## src/ddd_pkg.sv

```systemverilog
// Package of field layouts, codes and register offsets for the descriptor decoder
package ddd_pkg;

  // ==========================================================================
  // Descriptor geometry
  localparam int DWORDS = 8;
  localparam logic [2:0] LAST_DWORD = 3'h7;

  // ==========================================================================
  // Dword 0 fields
  localparam int KIND_HI = 31;
  localparam int KIND_LO = 29;
  localparam int IWF_BIT = 27;
  localparam int TTYPE_HI = 22;
  localparam int TTYPE_LO = 19;
  localparam int PRIO_HI = 18;
  localparam int PRIO_LO = 17;
  localparam int CRF_BIT = 16;
  localparam int TID_HI = 15;
  localparam int TID_LO = 0;
  localparam logic [2:0] KIND_DATA = 3'h1;

  // ==========================================================================
  // Dword 1, 2, 6, 7 fields
  localparam int LEN_HI = 25;
  localparam int LEN_LO = 0;
  localparam int TT_HI = 27;
  localparam int TT_LO = 26;
  localparam int FA_LOW_HI = 31;
  localparam int FA_LOW_LO = 30;
  localparam int CFG_OFS_HI = 23;
  localparam int CFG_OFS_LO = 0;
  localparam int HOPS_HI = 31;
  localparam int HOPS_LO = 24;
  localparam int SDIST_HI = 15;
  localparam int SDIST_LO = 0;
  localparam int DDIST_HI = 31;
  localparam int DDIST_LO = 16;
  localparam int SSIZE_HI = 11;
  localparam int SSIZE_LO = 0;
  localparam int DSIZE_HI = 23;
  localparam int DSIZE_LO = 12;
  localparam logic [26:0] LEN_ZERO_BYTES = 27'h4000000;

  // ==========================================================================
  // Transaction and transport codes
  localparam logic [3:0] TT_NREAD = 4'h0;
  localparam logic [3:0] TT_WR_LAST_R = 4'h1;
  localparam logic [3:0] TT_WR_ALL = 4'h2;
  localparam logic [3:0] TT_WR_ALL_R = 4'h3;
  localparam logic [3:0] TT_MAINT_RD = 4'h4;
  localparam logic [3:0] TT_MAINT_WR = 4'h5;
  localparam logic [1:0] TRANSPORT_8 = 2'h0;
  localparam logic [1:0] TRANSPORT_16 = 2'h1;

  // ==========================================================================
  // Address width selection
  localparam logic [1:0] AW_34 = 2'h0;
  localparam logic [1:0] AW_50 = 2'h1;
  localparam logic [1:0] AW_66 = 2'h2;

  // ==========================================================================
  // Register map
  localparam logic [3:0] REG_CTRL = 4'h0;
  localparam logic [3:0] REG_STATUS = 4'h1;
  localparam logic [3:0] REG_MASK = 4'h2;
  localparam logic [3:0] REG_COUNT = 4'h3;
  localparam logic [1:0] CTRL_RESET = 2'h2;
  localparam int ST_FINISHED = 0;
  localparam int ST_BAD_KIND = 1;
  localparam int ST_BAD_CODE = 2;
  localparam logic [2:0] MASK_RESET = 3'h0;

  typedef enum logic [1:0] {
    PKT_NONE,
    PKT_WRITE,
    PKT_WRITE_R
  } ddd_pkt_t;

  // Read types decide which side each stride belongs to
  function automatic logic ddd_is_read(input logic [3:0] code);
    return (code == TT_NREAD) || (code == TT_MAINT_RD);
  endfunction

  function automatic logic ddd_is_maint(input logic [3:0] code);
    return (code == TT_MAINT_RD) || (code == TT_MAINT_WR);
  endfunction

endpackage

```

## src/ddd_word_store.sv

```systemverilog
// Eight-word store holding the descriptor as it streams in
`timescale 1ns/1ps
module ddd_word_store
  import ddd_pkg::*;
(
  // Clock
  input wire logic clk,
  // Write side
  input wire logic wrEn,
  input wire logic [2:0] wrIdx,
  input wire logic [31:0] wrData,
  // Read side
  input wire logic [2:0] rdIdx,
  output logic [31:0] rdData
);

  logic [31:0] mem [DWORDS];

  always_ff @(posedge clk) begin
    if (wrEn) begin
      mem[wrIdx] <= wrData;
    end
    rdData <= mem[rdIdx];
  end

endmodule

```

## src/ddd_irq_regs.sv

```systemverilog
// Software register file with sticky status and masked interrupt
`timescale 1ns/1ps
module ddd_irq_regs
  import ddd_pkg::*;
(
  // Clock and reset
  input wire logic clk,
  input wire logic rst,
  // Register port
  input wire logic [3:0] regAddr,
  input wire logic [31:0] regWrData,
  input wire logic regWr,
  input wire logic regRd,
  output logic [31:0] regRdData,
  // Block side
  input wire logic [2:0] events,
  input wire logic [31:0] doneCount,
  output logic [1:0] addrWidth,
  output logic irq
);

  logic [1:0] ctrl_reg, ctrl_next;
  logic [2:0] status_reg, status_next;
  logic [2:0] mask_reg, mask_next;
  logic [31:0] rd_reg, rd_next;
  logic irq_reg, irq_next;

  always_comb begin
    ctrl_next = ctrl_reg;
    mask_next = mask_reg;
    status_next = status_reg;
    rd_next = 32'h0;
    if (regWr && regAddr == REG_CTRL) begin
      ctrl_next = regWrData[1:0];
    end
    if (regWr && regAddr == REG_MASK) begin
      mask_next = regWrData[2:0];
    end
    if (regRd) begin
      case (regAddr)
        REG_CTRL: rd_next = {30'h0, ctrl_reg};
        REG_STATUS: begin
          rd_next = {29'h0, status_reg};
          status_next = 3'h0;
        end
        REG_MASK: rd_next = {29'h0, mask_reg};
        REG_COUNT: rd_next = doneCount;
        default: rd_next = 32'h0;
      endcase
    end
    // Set wins over the read-clear in the same cycle
    status_next = status_next | events;
    irq_next = |(status_next & mask_next);
  end

  always_ff @(posedge clk) begin
    if (rst) begin
      ctrl_reg <= CTRL_RESET;
      status_reg <= 3'h0;
      mask_reg <= MASK_RESET;
      rd_reg <= 32'h0;
      irq_reg <= 1'b0;
    end else begin
      ctrl_reg <= ctrl_next;
      status_reg <= status_next;
      mask_reg <= mask_next;
      rd_reg <= rd_next;
      irq_reg <= irq_next;
    end
  end

  assign regRdData = rd_reg;
  assign addrWidth = ctrl_reg;
  assign irq = irq_reg;

endmodule

```

## src/ddd_decoder.sv

```systemverilog
// Data transfer descriptor decoder for one block DMA channel
// ============================================================================
// What this block does
// - Descriptor kind is dword0 bits 31:29; value 1 means data transfer.
// - Transaction type dword0 22:19; 0 NREAD, 4 maintenance read, 5 maintenance write.
// - Codes 1,2,3 select write packet flavours; other codes reserved.
// - Dword0 bit 16 is critical flow, bits 15:0 target ID.
// - Interrupt-when-finished bit 27 sets finished flag and interrupt at completion.
// - Length from dword1 25:0; zero means 64 MB.
// - Transport type dword1 27:26; 0 is 8-bit IDs, 1 16-bit.
// - Fabric address from dword1 31:30, dword2 and dword3.
// - Maintenance offset dword2 23:0, hops dword2 31:24.
// - Only the 34, 50 or 66 address bits selected are used.
// - Host buffer address low from dword4, high from dword5.
// - Stride distances in dword6 are signed byte values.
// - Reads: source stride on fabric; writes: source stride on host.
// - Stride sizes from dword7 11:0 and 23:12; zero means infinite.
//
// Local design decisions: strobed register access and the register addresses.
`timescale 1ns/1ps
module ddd_decoder
  import ddd_pkg::*;
(
  // Clock and reset
  input wire logic clk,
  input wire logic rst,
  // Descriptor dword stream, dword 0 first
  input wire logic descValid,
  input wire logic [31:0] descWord,
  // Completion from the request generators
  input wire logic descDone,
  // Register port
  input wire logic [3:0] regAddr,
  input wire logic [31:0] regWrData,
  input wire logic regWr,
  input wire logic regRd,
  output logic [31:0] regRdData,
  output logic irq,
  // Decoded descriptor
  output logic outValid,
  output logic outIsData,
  output logic [3:0] transactionType,
  output logic [1:0] outPacketKind,
  output logic [1:0] outPriority,
  output logic outCritical,
  output logic [15:0] targetId,
  output logic interruptWhenFinished,
  output logic [26:0] transferLength,
  output logic [1:0] transportType,
  output logic wideIds,
  output logic isMaint,
  output logic [65:0] fabricAddress,
  output logic [23:0] maintenanceOffset,
  output logic [7:0] maintenanceHops,
  output logic [63:0] hostBufferAddress,
  output logic [15:0] fabricStrideDistance,
  output logic [15:0] hostStrideDistance,
  output logic [11:0] fabricStrideSize,
  output logic [11:0] hostStrideSize,
  output logic fabricStrideInfinite,
  output logic hostStrideInfinite
);

  // ==========================================================================
  // Collection state
  typedef enum logic [1:0] {
    S_COLLECT,
    S_DECODE,
    S_BUSY
  } ddd_state_t;

  ddd_state_t state_reg, state_next;
  logic [2:0] idx_reg, idx_next;
  logic [2:0] rdIdx_reg, rdIdx_next;
  logic [2:0] phase_reg, phase_next;
  logic ldValid_reg, ldValid_next;
  logic [31:0] storeRd;
  logic [1:0] addrWidth;
  logic [2:0] events;
  logic [31:0] count_reg, count_next;

  ddd_word_store u_store (
    .clk(clk),
    .wrEn(descValid && state_reg == S_COLLECT),
    .wrIdx(idx_reg),
    .wrData(descWord),
    .rdIdx(rdIdx_reg),
    .rdData(storeRd)
  );

  // ==========================================================================
  // Decoded fields
  logic [31:0] w0_reg, w0_next, w1_reg, w1_next, w2_reg, w2_next, w3_reg, w3_next;
  logic [31:0] w4_reg, w4_next, w5_reg, w5_next, w6_reg, w6_next, w7_reg, w7_next;
  logic valid_reg, valid_next;
  logic iwf_reg, iwf_next;
  logic badKind_reg, badKind_next;
  logic badCode_reg, badCode_next;

  always_comb begin
    state_next = state_reg;
    idx_next = idx_reg;
    rdIdx_next = rdIdx_reg;
    phase_next = phase_reg;
    ldValid_next = 1'b0;
    w0_next = w0_reg;
    w1_next = w1_reg;
    w2_next = w2_reg;
    w3_next = w3_reg;
    w4_next = w4_reg;
    w5_next = w5_reg;
    w6_next = w6_reg;
    w7_next = w7_reg;
    valid_next = valid_reg;
    iwf_next = iwf_reg;
    badKind_next = 1'b0;
    badCode_next = 1'b0;
    count_next = count_reg;
    events = 3'h0;
    case (state_reg)
      S_COLLECT: begin
        if (descValid) begin
          idx_next = idx_reg + 3'h1;
          if (idx_reg == LAST_DWORD) begin
            state_next = S_DECODE;
            rdIdx_next = 3'h0;
            phase_next = 3'h0;
          end
        end
      end
      S_DECODE: begin
        // Store read data lags the index by one cycle
        rdIdx_next = rdIdx_reg + 3'h1;
        ldValid_next = 1'b1;
        if (ldValid_reg) begin
          phase_next = phase_reg + 3'h1;
          case (phase_reg)
            3'h0: w0_next = storeRd;
            3'h1: w1_next = storeRd;
            3'h2: w2_next = storeRd;
            3'h3: w3_next = storeRd;
            3'h4: w4_next = storeRd;
            3'h5: w5_next = storeRd;
            3'h6: w6_next = storeRd;
            default: w7_next = storeRd;
          endcase
          if (phase_reg == LAST_DWORD) begin
            state_next = S_BUSY;
            valid_next = 1'b1;
            ldValid_next = 1'b0;
            iwf_next = w0_reg[IWF_BIT];
            badKind_next = w0_reg[KIND_HI:KIND_LO] != KIND_DATA;
            badCode_next = w0_reg[TTYPE_HI:TTYPE_LO] > TT_MAINT_WR ||
              w1_reg[TT_HI] != 1'b0;
          end
        end
      end
      S_BUSY: begin
        if (descDone) begin
          state_next = S_COLLECT;
          valid_next = 1'b0;
          idx_next = 3'h0;
          count_next = count_reg + 32'h1;
          events[ST_FINISHED] = iwf_reg;
        end
      end
      default: state_next = S_COLLECT;
    endcase
    events[ST_BAD_KIND] = badKind_reg;
    events[ST_BAD_CODE] = badCode_reg;
  end

  always_ff @(posedge clk) begin
    if (rst) begin
      state_reg <= S_COLLECT;
      idx_reg <= 3'h0;
      rdIdx_reg <= 3'h0;
      phase_reg <= 3'h0;
      ldValid_reg <= 1'b0;
      w0_reg <= 32'h0;
      w1_reg <= 32'h0;
      w2_reg <= 32'h0;
      w3_reg <= 32'h0;
      w4_reg <= 32'h0;
      w5_reg <= 32'h0;
      w6_reg <= 32'h0;
      w7_reg <= 32'h0;
      valid_reg <= 1'b0;
      iwf_reg <= 1'b0;
      badKind_reg <= 1'b0;
      badCode_reg <= 1'b0;
      count_reg <= 32'h0;
    end else begin
      state_reg <= state_next;
      idx_reg <= idx_next;
      rdIdx_reg <= rdIdx_next;
      phase_reg <= phase_next;
      ldValid_reg <= ldValid_next;
      w0_reg <= w0_next;
      w1_reg <= w1_next;
      w2_reg <= w2_next;
      w3_reg <= w3_next;
      w4_reg <= w4_next;
      w5_reg <= w5_next;
      w6_reg <= w6_next;
      w7_reg <= w7_next;
      valid_reg <= valid_next;
      iwf_reg <= iwf_next;
      badKind_reg <= badKind_next;
      badCode_reg <= badCode_next;
      count_reg <= count_next;
    end
  end

  ddd_irq_regs u_regs (
    .clk(clk),
    .rst(rst),
    .regAddr(regAddr),
    .regWrData(regWrData),
    .regWr(regWr),
    .regRd(regRd),
    .regRdData(regRdData),
    .events(events),
    .doneCount(count_reg),
    .addrWidth(addrWidth),
    .irq(irq)
  );

  // ==========================================================================
  // Field extraction from the next word values, so the fields register in step with the words
  typedef struct packed {
    logic isData;
    logic [3:0] code;
    logic [1:0] pkt;
    logic [1:0] prio;
    logic crit;
    logic [15:0] tid;
    logic [26:0] len;
    logic [1:0] tt;
    logic wide;
    logic maint;
    logic [65:0] fabric;
    logic [23:0] ofs;
    logic [7:0] hops;
    logic [63:0] host;
    logic [15:0] fDist;
    logic [15:0] hDist;
    logic [11:0] fSize;
    logic [11:0] hSize;
    logic fInf;
    logic hInf;
  } ddd_fields_t;

  ddd_fields_t fields_reg, fields_next;
  logic [3:0] code;
  logic rdType;
  logic [65:0] addrMask;

  assign code = w0_next[TTYPE_HI:TTYPE_LO];
  assign rdType = ddd_is_read(code);

  always_comb begin
    case (addrWidth)
      AW_34: addrMask = {32'h0, {34{1'b1}}};
      AW_50: addrMask = {16'h0, {50{1'b1}}};
      default: addrMask = {66{1'b1}};
    endcase
    fields_next.isData = w0_next[KIND_HI:KIND_LO] == KIND_DATA;
    fields_next.code = code;
    case (code)
      TT_NREAD, TT_MAINT_RD: fields_next.pkt = PKT_NONE;
      TT_WR_LAST_R: fields_next.pkt = valid_next ? PKT_WRITE : PKT_NONE;
      TT_WR_ALL, TT_MAINT_WR: fields_next.pkt = PKT_WRITE;
      TT_WR_ALL_R: fields_next.pkt = PKT_WRITE_R;
      default: fields_next.pkt = PKT_NONE;
    endcase
    fields_next.prio = w0_next[PRIO_HI:PRIO_LO];
    fields_next.crit = w0_next[CRF_BIT];
    fields_next.tid = w0_next[TID_HI:TID_LO];
    // Zero length stands for the full 64 MB
    fields_next.len = (w1_next[LEN_HI:LEN_LO] == 26'h0) ? LEN_ZERO_BYTES :
      {1'b0, w1_next[LEN_HI:LEN_LO]};
    fields_next.tt = w1_next[TT_HI:TT_LO];
    fields_next.wide = w1_next[TT_HI:TT_LO] == TRANSPORT_16;
    fields_next.maint = ddd_is_maint(code);
    fields_next.fabric = fields_next.maint ? 66'h0 :
      ({w3_next, w2_next, w1_next[FA_LOW_HI:FA_LOW_LO]} & addrMask);
    fields_next.ofs = fields_next.maint ? w2_next[CFG_OFS_HI:CFG_OFS_LO] : 24'h0;
    fields_next.hops = fields_next.maint ? w2_next[HOPS_HI:HOPS_LO] : 8'h0;
    fields_next.host = {w5_next, w4_next};
    // Stride distances pass as raw two's complement; consumers sign-extend
    fields_next.fDist = rdType ? w6_next[SDIST_HI:SDIST_LO] : w6_next[DDIST_HI:DDIST_LO];
    fields_next.hDist = rdType ? w6_next[DDIST_HI:DDIST_LO] : w6_next[SDIST_HI:SDIST_LO];
    fields_next.fSize = rdType ? w7_next[SSIZE_HI:SSIZE_LO] : w7_next[DSIZE_HI:DSIZE_LO];
    fields_next.hSize = rdType ? w7_next[DSIZE_HI:DSIZE_LO] : w7_next[SSIZE_HI:SSIZE_LO];
    fields_next.fInf = fields_next.fSize == 12'h0;
    fields_next.hInf = fields_next.hSize == 12'h0;
  end

  // No reset of its own: the words are cleared by reset and settle here one cycle later
  always_ff @(posedge clk) begin
    fields_reg <= fields_next;
  end

  assign outValid = valid_reg;
  assign outIsData = fields_reg.isData;
  assign transactionType = fields_reg.code;
  assign outPacketKind = fields_reg.pkt;
  assign outPriority = fields_reg.prio;
  assign outCritical = fields_reg.crit;
  assign targetId = fields_reg.tid;
  assign interruptWhenFinished = iwf_reg;
  assign transferLength = fields_reg.len;
  assign transportType = fields_reg.tt;
  assign wideIds = fields_reg.wide;
  assign isMaint = fields_reg.maint;
  assign fabricAddress = fields_reg.fabric;
  assign maintenanceOffset = fields_reg.ofs;
  assign maintenanceHops = fields_reg.hops;
  assign hostBufferAddress = fields_reg.host;
  assign fabricStrideDistance = fields_reg.fDist;
  assign hostStrideDistance = fields_reg.hDist;
  assign fabricStrideSize = fields_reg.fSize;
  assign hostStrideSize = fields_reg.hSize;
  assign fabricStrideInfinite = fields_reg.fInf;
  assign hostStrideInfinite = fields_reg.hInf;

endmodule

```

## config.mk

```make
export PLATFORM = sky130hd
export DESIGN_NAME = ddd_decoder
export DESIGN_NICKNAME = d
export VERILOG_FILES = /design/src/ddd_pkg.sv /design/src/ddd_word_store.sv /design/src/ddd_irq_regs.sv /design/src/ddd_decoder.sv
export SDC_FILE = /design/constraint.sdc
export NUM_CORES = 1
export LEC_CHECK = 0
export BUFFER_PORTS_ARGS = -buffer_cell sky130_fd_sc_hd__buf_2
export CAP_MARGIN = 20
export CORE_MARGIN = 2
export CORE_UTILIZATION = 30
export CTS_CLUSTER_DIAMETER = 100
export DETAILED_ROUTE_END_ITERATION = 8
export GPL_TIMING_DRIVEN = 0
export SYNTH_ARGS = -nofsm -noshare
export SYNTH_HDL_FRONTEND = slang
export SYNTH_SLANG_ARGS = --single-unit
```

## constraint.sdc

```tcl
create_clock -name clk -period 5.3 [get_ports clk]
set_input_delay 1.06 -clock clk [delete_from_list [all_inputs] [get_ports clk]]
set_output_delay 1.06 -clock clk [all_outputs]
set_load 0.03 [all_outputs]
```

## Yosys cells after proc, flatten, opt, wreduce, memory -nomap -nowiden

Memory sizes are Yosys's and may differ from the RTL's. A register that Yosys moved wholly into a read port is not among the register bits.
Cells that the tools add are included.

| word-level totals | value |
|---|---|
| register bits | 614 |
| memory bits (writable) | 256 |
| output and inout bits | 312 |
| word-level logic and storage cells | 176 |
| memories kept | 1 |

| operators by class | value |
|---|---|
| add/subtract/negate cells | 4 |
| order comparisons | 1 |
| equality and inequality tests | 27 |
| mux-type cells | 60 |
| bitwise gates (word level) | 7 |
| reduce and logical (&&, ||, !) cells | 30 |

Memory list:

| memory | depth | bits a word | rd ports | clocked after Yosys merged registers in | write ports | line | RTL |
|---|---|---|---|---|---|---|---|
| u_store.mem | 8 | 32 | 1 | 1 | 1 | ddd_word_store.sv:17 | `logic [31:0] mem [DWORDS];` |

Operators by type and width:

| cell | count |
|---|---|
| $mux 32 | 21 |
| $pmux 66 s2 | 1 |
| $pmux 32 s4 | 1 |
| $mux 24 | 3 |
| $and 66x66->66 | 1 |
| $add 32x1->32 const B | 1 |
| $mux 16 | 2 |
| $mux 27 | 1 |
| $logic_not 26->1 | 1 |
| $logic_not 12->1 | 2 |
| $mux 12 | 2 |
| $mux 3 | 8 |
| $pmux 3 s2 | 3 |
| $eq 4x2->1 const B | 4 |
| $eq 3x3->1 const B | 5 |
| $reduce_and 3->1 | 5 |
| $pmux 2 s3 | 2 |
| $mux 1 | 10 |
| $mux 2 | 5 |
| $add 3x1->3 const B | 3 |
| $eq 4x1->1 const B | 2 |
| $eq 4x3->1 const B | 2 |
| $logic_not 4->1 | 2 |
| $ne 2x2->1 const B | 4 |
| other kinds (23) | 38 |

## Depth between registers and ports, before layout

| depth | value |
|---|---|
| depth in word-level cells | 8 |
| mapped depth | 9 |

## By module

Synthesis repeated with hierarchy kept, for this count alone.

| second synthesis, totals | value |
|---|---|
| cell total of the unflattened synthesis | 2135 |
| area total of the unflattened synthesis | 30098.9 um^2 |

Modules (own cells, without submodules):

| module | times used | cells an instance | area each (um^2) |
|---|---|---|---|
| ddd_decoder | 1 | 1598 | 18292.5 |
| ddd_word_store | 1 | 415 | 10466.3 |
| ddd_irq_regs | 1 | 122 | 1340.0 |

## Worst setup path before layout

No wires, ideal clock.

| timing path | value |
|---|---|
| kind | input port to flip-flop |
| start | input port descValid |
| end | memory u_store.mem[4][0], enable pin |
| setup time | 0.461 ns |
| arrival | 3.649 ns |
| required time | 4.839 ns |
| slack | 1.190 ns |
| cell stages on the path | 3 |
| buffers on the path | 1 |
| cells stage by stage | clkbuf_1 > nand3_1 > nor3_1 |

| between the ends | value |
|---|---|
| longest elaborated chain between the ends | 3 |

RTL lines:

| element | line | RTL |
|---|---|---|
| start, declared | ddd_decoder.sv:28 | `input wire logic descValid,` |
| $logic_and 1x1->1 | ddd_decoder.sv:84 | `.wrEn(descValid && state_reg == S_COLLECT),` |
| $mux 1 | ddd_word_store.sv:20 | `if (wrEn) begin` |
| $mux 1 (implied by the code) | ddd_word_store.sv:21 | `mem[wrIdx] <= wrData;` |
| end, declared | ddd_word_store.sv:17 |  |

Every way passes these cells.

## Final worst setup path

| timing path | value |
|---|---|
| start | register state_reg[0] |
| end | memory u_store.mem[0][30], enable pin |

| between the ends | value |
|---|---|
| longest elaborated chain between the ends | 4 |

RTL lines:

| element | line | RTL |
|---|---|---|
| start, declared | ddd_decoder.sv:72 | `ddd_state_t state_reg, state_next;` |
| start signal, assigned | ddd_decoder.sv:194 | `state_reg <= state_next;` |
| $logic_not 2->1 | ddd_decoder.sv:84 |  |
| $logic_and 1x1->1 | ddd_decoder.sv:84 |  |
| $mux 1 | ddd_word_store.sv:20 |  |
| $mux 1 (implied by the code) | ddd_word_store.sv:21 |  |

Every way passes these cells.

==> run summary <==
Clk_lat worst skew: 660 ps
Number of diodes: 0
Element type at the critical path end: flip-flop
CTS Sinks: 895
Iter 0 DRT Violations: 1,155
Fin Clk Skew: 35.6 ps
Post-synthesis mux area share: 17.2%
Syn. warnings: 0
Compound-Gate Fraction of Synth Area: 1.53%
Top cells by count, synth: dfxtp_1 (639), nor2_1 (276), edfxtp_1 (256), mux2i_1 (190), mux2_2 (153)
Avg Cell Area, Syn: 14.0 µm²
Total Routing Usage GR: 16.4%
Pwr/cell area: 389 nW/µm²
Switching share of power: 20.9%
Synth unique cells: 62
P_int: 11,400 µW
CP max-delay cell: nor3_2
H-tree Lvls: 3
Layout area overhead: 23.9%
Grt ovf: 0
Max Slew Vio Count: 0
Post-CTS setup buffers: 0
Port Buffers: 353
Vias: 18.1k
Post-Synth XOR/XNOR Area: 0.293%
Effective utilization at floorplan: 30.4%
Fmax: 346 MHz
Die height: 320 µm
Placed cells: 3,794
# IOs: 386
Largest net degree at the start of global routing: 26
Largest family of logic cells by synthesized area: multiplexers
Ys async rst share: 0%
Post-synth top area share: 42.8%
Hold Crit Class: reg -> reg
Combinational share of power: 2.3%
Worst slew margin: 21.4%
Max cap viols: 0
EDFF count, synth: 256
Post-Syn Area: 29,900 µm²
Worst Reg-to-Reg Cells: 8
Pre-CTS setup slack: 2030 ps
Number of global-route vias before repair: 17.8k
Post-route setup slack: 2410 ps
HPWL after detailed placement: 60.7 mm
Main flop type after synthesis: dfxtp_1
Synth top area cells: dfxtp_1 (43%), edfxtp_1 (26%), mux2i_1 (6.4%), mux2_2 (5.8%), mux4_2 (5.0%)
Power Total: 14,400 µW
Worst Tran Pin Value: 1180 ps
Leakage: 0.0156 µW
Post-route ant nets: 0
Post-synthesis adder-cell area fraction: 0.627%
CTS clk-pin slew, worst paths: 60 ps
Syn_nets: 2,219
Top cell type by total area after synthesis: dfxtp_1
Post-synthesis simple-gate area fraction: 9.58%
Yosys reg bits: 895
TritonCTS clock tree: yes
Fin nets: 2,690
Final Hold Fails: 0
Clock power share: 48.3%
Max clock buf depth: 3
Row cnt: 115
Critical Path Max Stage Delay: 680 ps
Core area: 98,600 µm²
CP Launch Type: flip-flop
Die ar.: 102,000 µm²
Run status: finished clean
# resized after CTS: 0
Critical Path AT: 3250 ps
Net Sw Power: 3010 µW
Crit share post-route: 54.5%
CP most frequent cell: buf_6
Final setup fails: 0
Top-count cell post-synth: dfxtp_1
Critical path data required time: 5660 ps
Inserted Clock Buffers: 92
Reg power frac: 49.5%
Fin Setup TNS: 0 ps
DR pass1 iterations: 5
Minimum clock period: 2890 ps
Peak supply drop: 0.250 mV
Post-Layout Cell Count: 3,964
RSZ-0062 raised after global routing: false
RD Place Congestion: 0.794
Initial antenna violation count: 23
First-pass GRT wire length: 121 mm
Crit Path Max Fanout: 10
Fraction of the yosys area taken by sequential cells: 68.5%
DR DRC count: 0
Root Driver: clkbuf_16
Hold_buf cts: 0
Cell count of the worst hold path: 1
Wirelength per Cell: 21.5 µm
Most flop-heavy register: u_store.mem
Hold slack: 460 ps
Number of vias per cell: 4.56
Total Wirelength: 85.4 mm
Die Wd: 320 µm
CP Class: reg -> reg
Layout cells sized above 1: 30.9%
Critical-path cell list: inv_1 -> ha_1 -> clkbuf_1 -> nand3b_1 -> nor3_2 -> buf_8 -> buf_6 -> buf_6
Cells after Synth: 2,130
Max FFs per register: 256
final timing paths:
kind | slack (ps) | start | end
max | 2410 | state_reg[0] | u_store.mem[0][30]
min | 460 | w0_reg[2] | targetId[2]
max reg2reg | 2410 | state_reg[0] | u_store.mem[0][30]
min reg2reg | 460 | w0_reg[2] | targetId[2]
power groups by stage:
stage | registers, µW | clock network (µW) | logic, µW
3_5_place_dp | 7270 | 0 | 332
2_1_floorplan | 7260 | 0 | 125
5_1_grt | 7120 | 7410 | 346
4_1_cts | 7120 | 7120 | 333
6_report | 7120 | 6950 | 325
3_3_place_gp | 7280 | 0 | 296
area by class of cell:
class                   instances  area (µm²)
flip-flops and latches        895       20500
clock inverters                46         718
inverters                      23        86.3
well taps                    1287        1610
multi-input cells            1084        8800
plain buffers                 128         604
repair buffers                377        2150
clock buffers                 124        2610
fillers                      9379       61500
placed cells by master (no fill, tap or decap), types with 15 or more instances in the layout:
| cell type | count |
|---|---|
| and2_1 | 26 |
| clkbuf_1 | 79 |
| ha_1 | 15 |
| clkbuf_8 | 16 |
| buf_2 | 397 |
| mux2i_1 | 190 |
| inv_1 | 22 |
| edfxtp_1 | 256 |
| bufinv_16 | 15 |
| nor4_1 | 18 |
| nand3_1 | 22 |
| nor2_1 | 270 |
| a21oi_1 | 31 |
| mux4_2 | 66 |
| nor2b_1 | 124 |
| mux2_2 | 153 |
| clkbuf_16 | 93 |
| dfxtp_1 | 639 |
| nor3_1 | 19 |
| nand2_1 | 30 |
stage by stage:
stage,instance area (µm²),utilization [%]
floorplan,29900,-
global placement,33300,33.8
detailed placement,33700,34.2
CTS,37100,37.6
global route,37100,37.6
finish,37100,37.6
kinds of logic after synthesis:
| family | count (synthesis) |
|---|---|
| AO/OA/AOI/OAI | 74 |
| multiplexers | 411 |
| XOR/XNOR | 10 |
| adder cells (fa/ha/maj) | 15 |
| buffers and inverters | 151 |
| AND/OR/NAND/NOR | 574 |
| flip-flops | 895 |
metal layers:
metal | vias up | GRT usage [%] | share of wire [%]
li1 | 8438 | - | -
met1 | 8972 | 21.2 | 43
met2 | 498 | 26.8 | 48
met3 | 150 | 4.32 | 6.6
met4 | 16 | 4.98 | 2.5
met5 | - | 0 | 0.11
worst max-delay path: cells and delay by family, from the launching register on:
family	cells	cell delay [ps]
DFF	1	340
buffers and inverters	5	990
and+or+nand+nor	2	1060
adders and majority gates	1	200
Note: power is estimated with default switching activity, not from simulation.
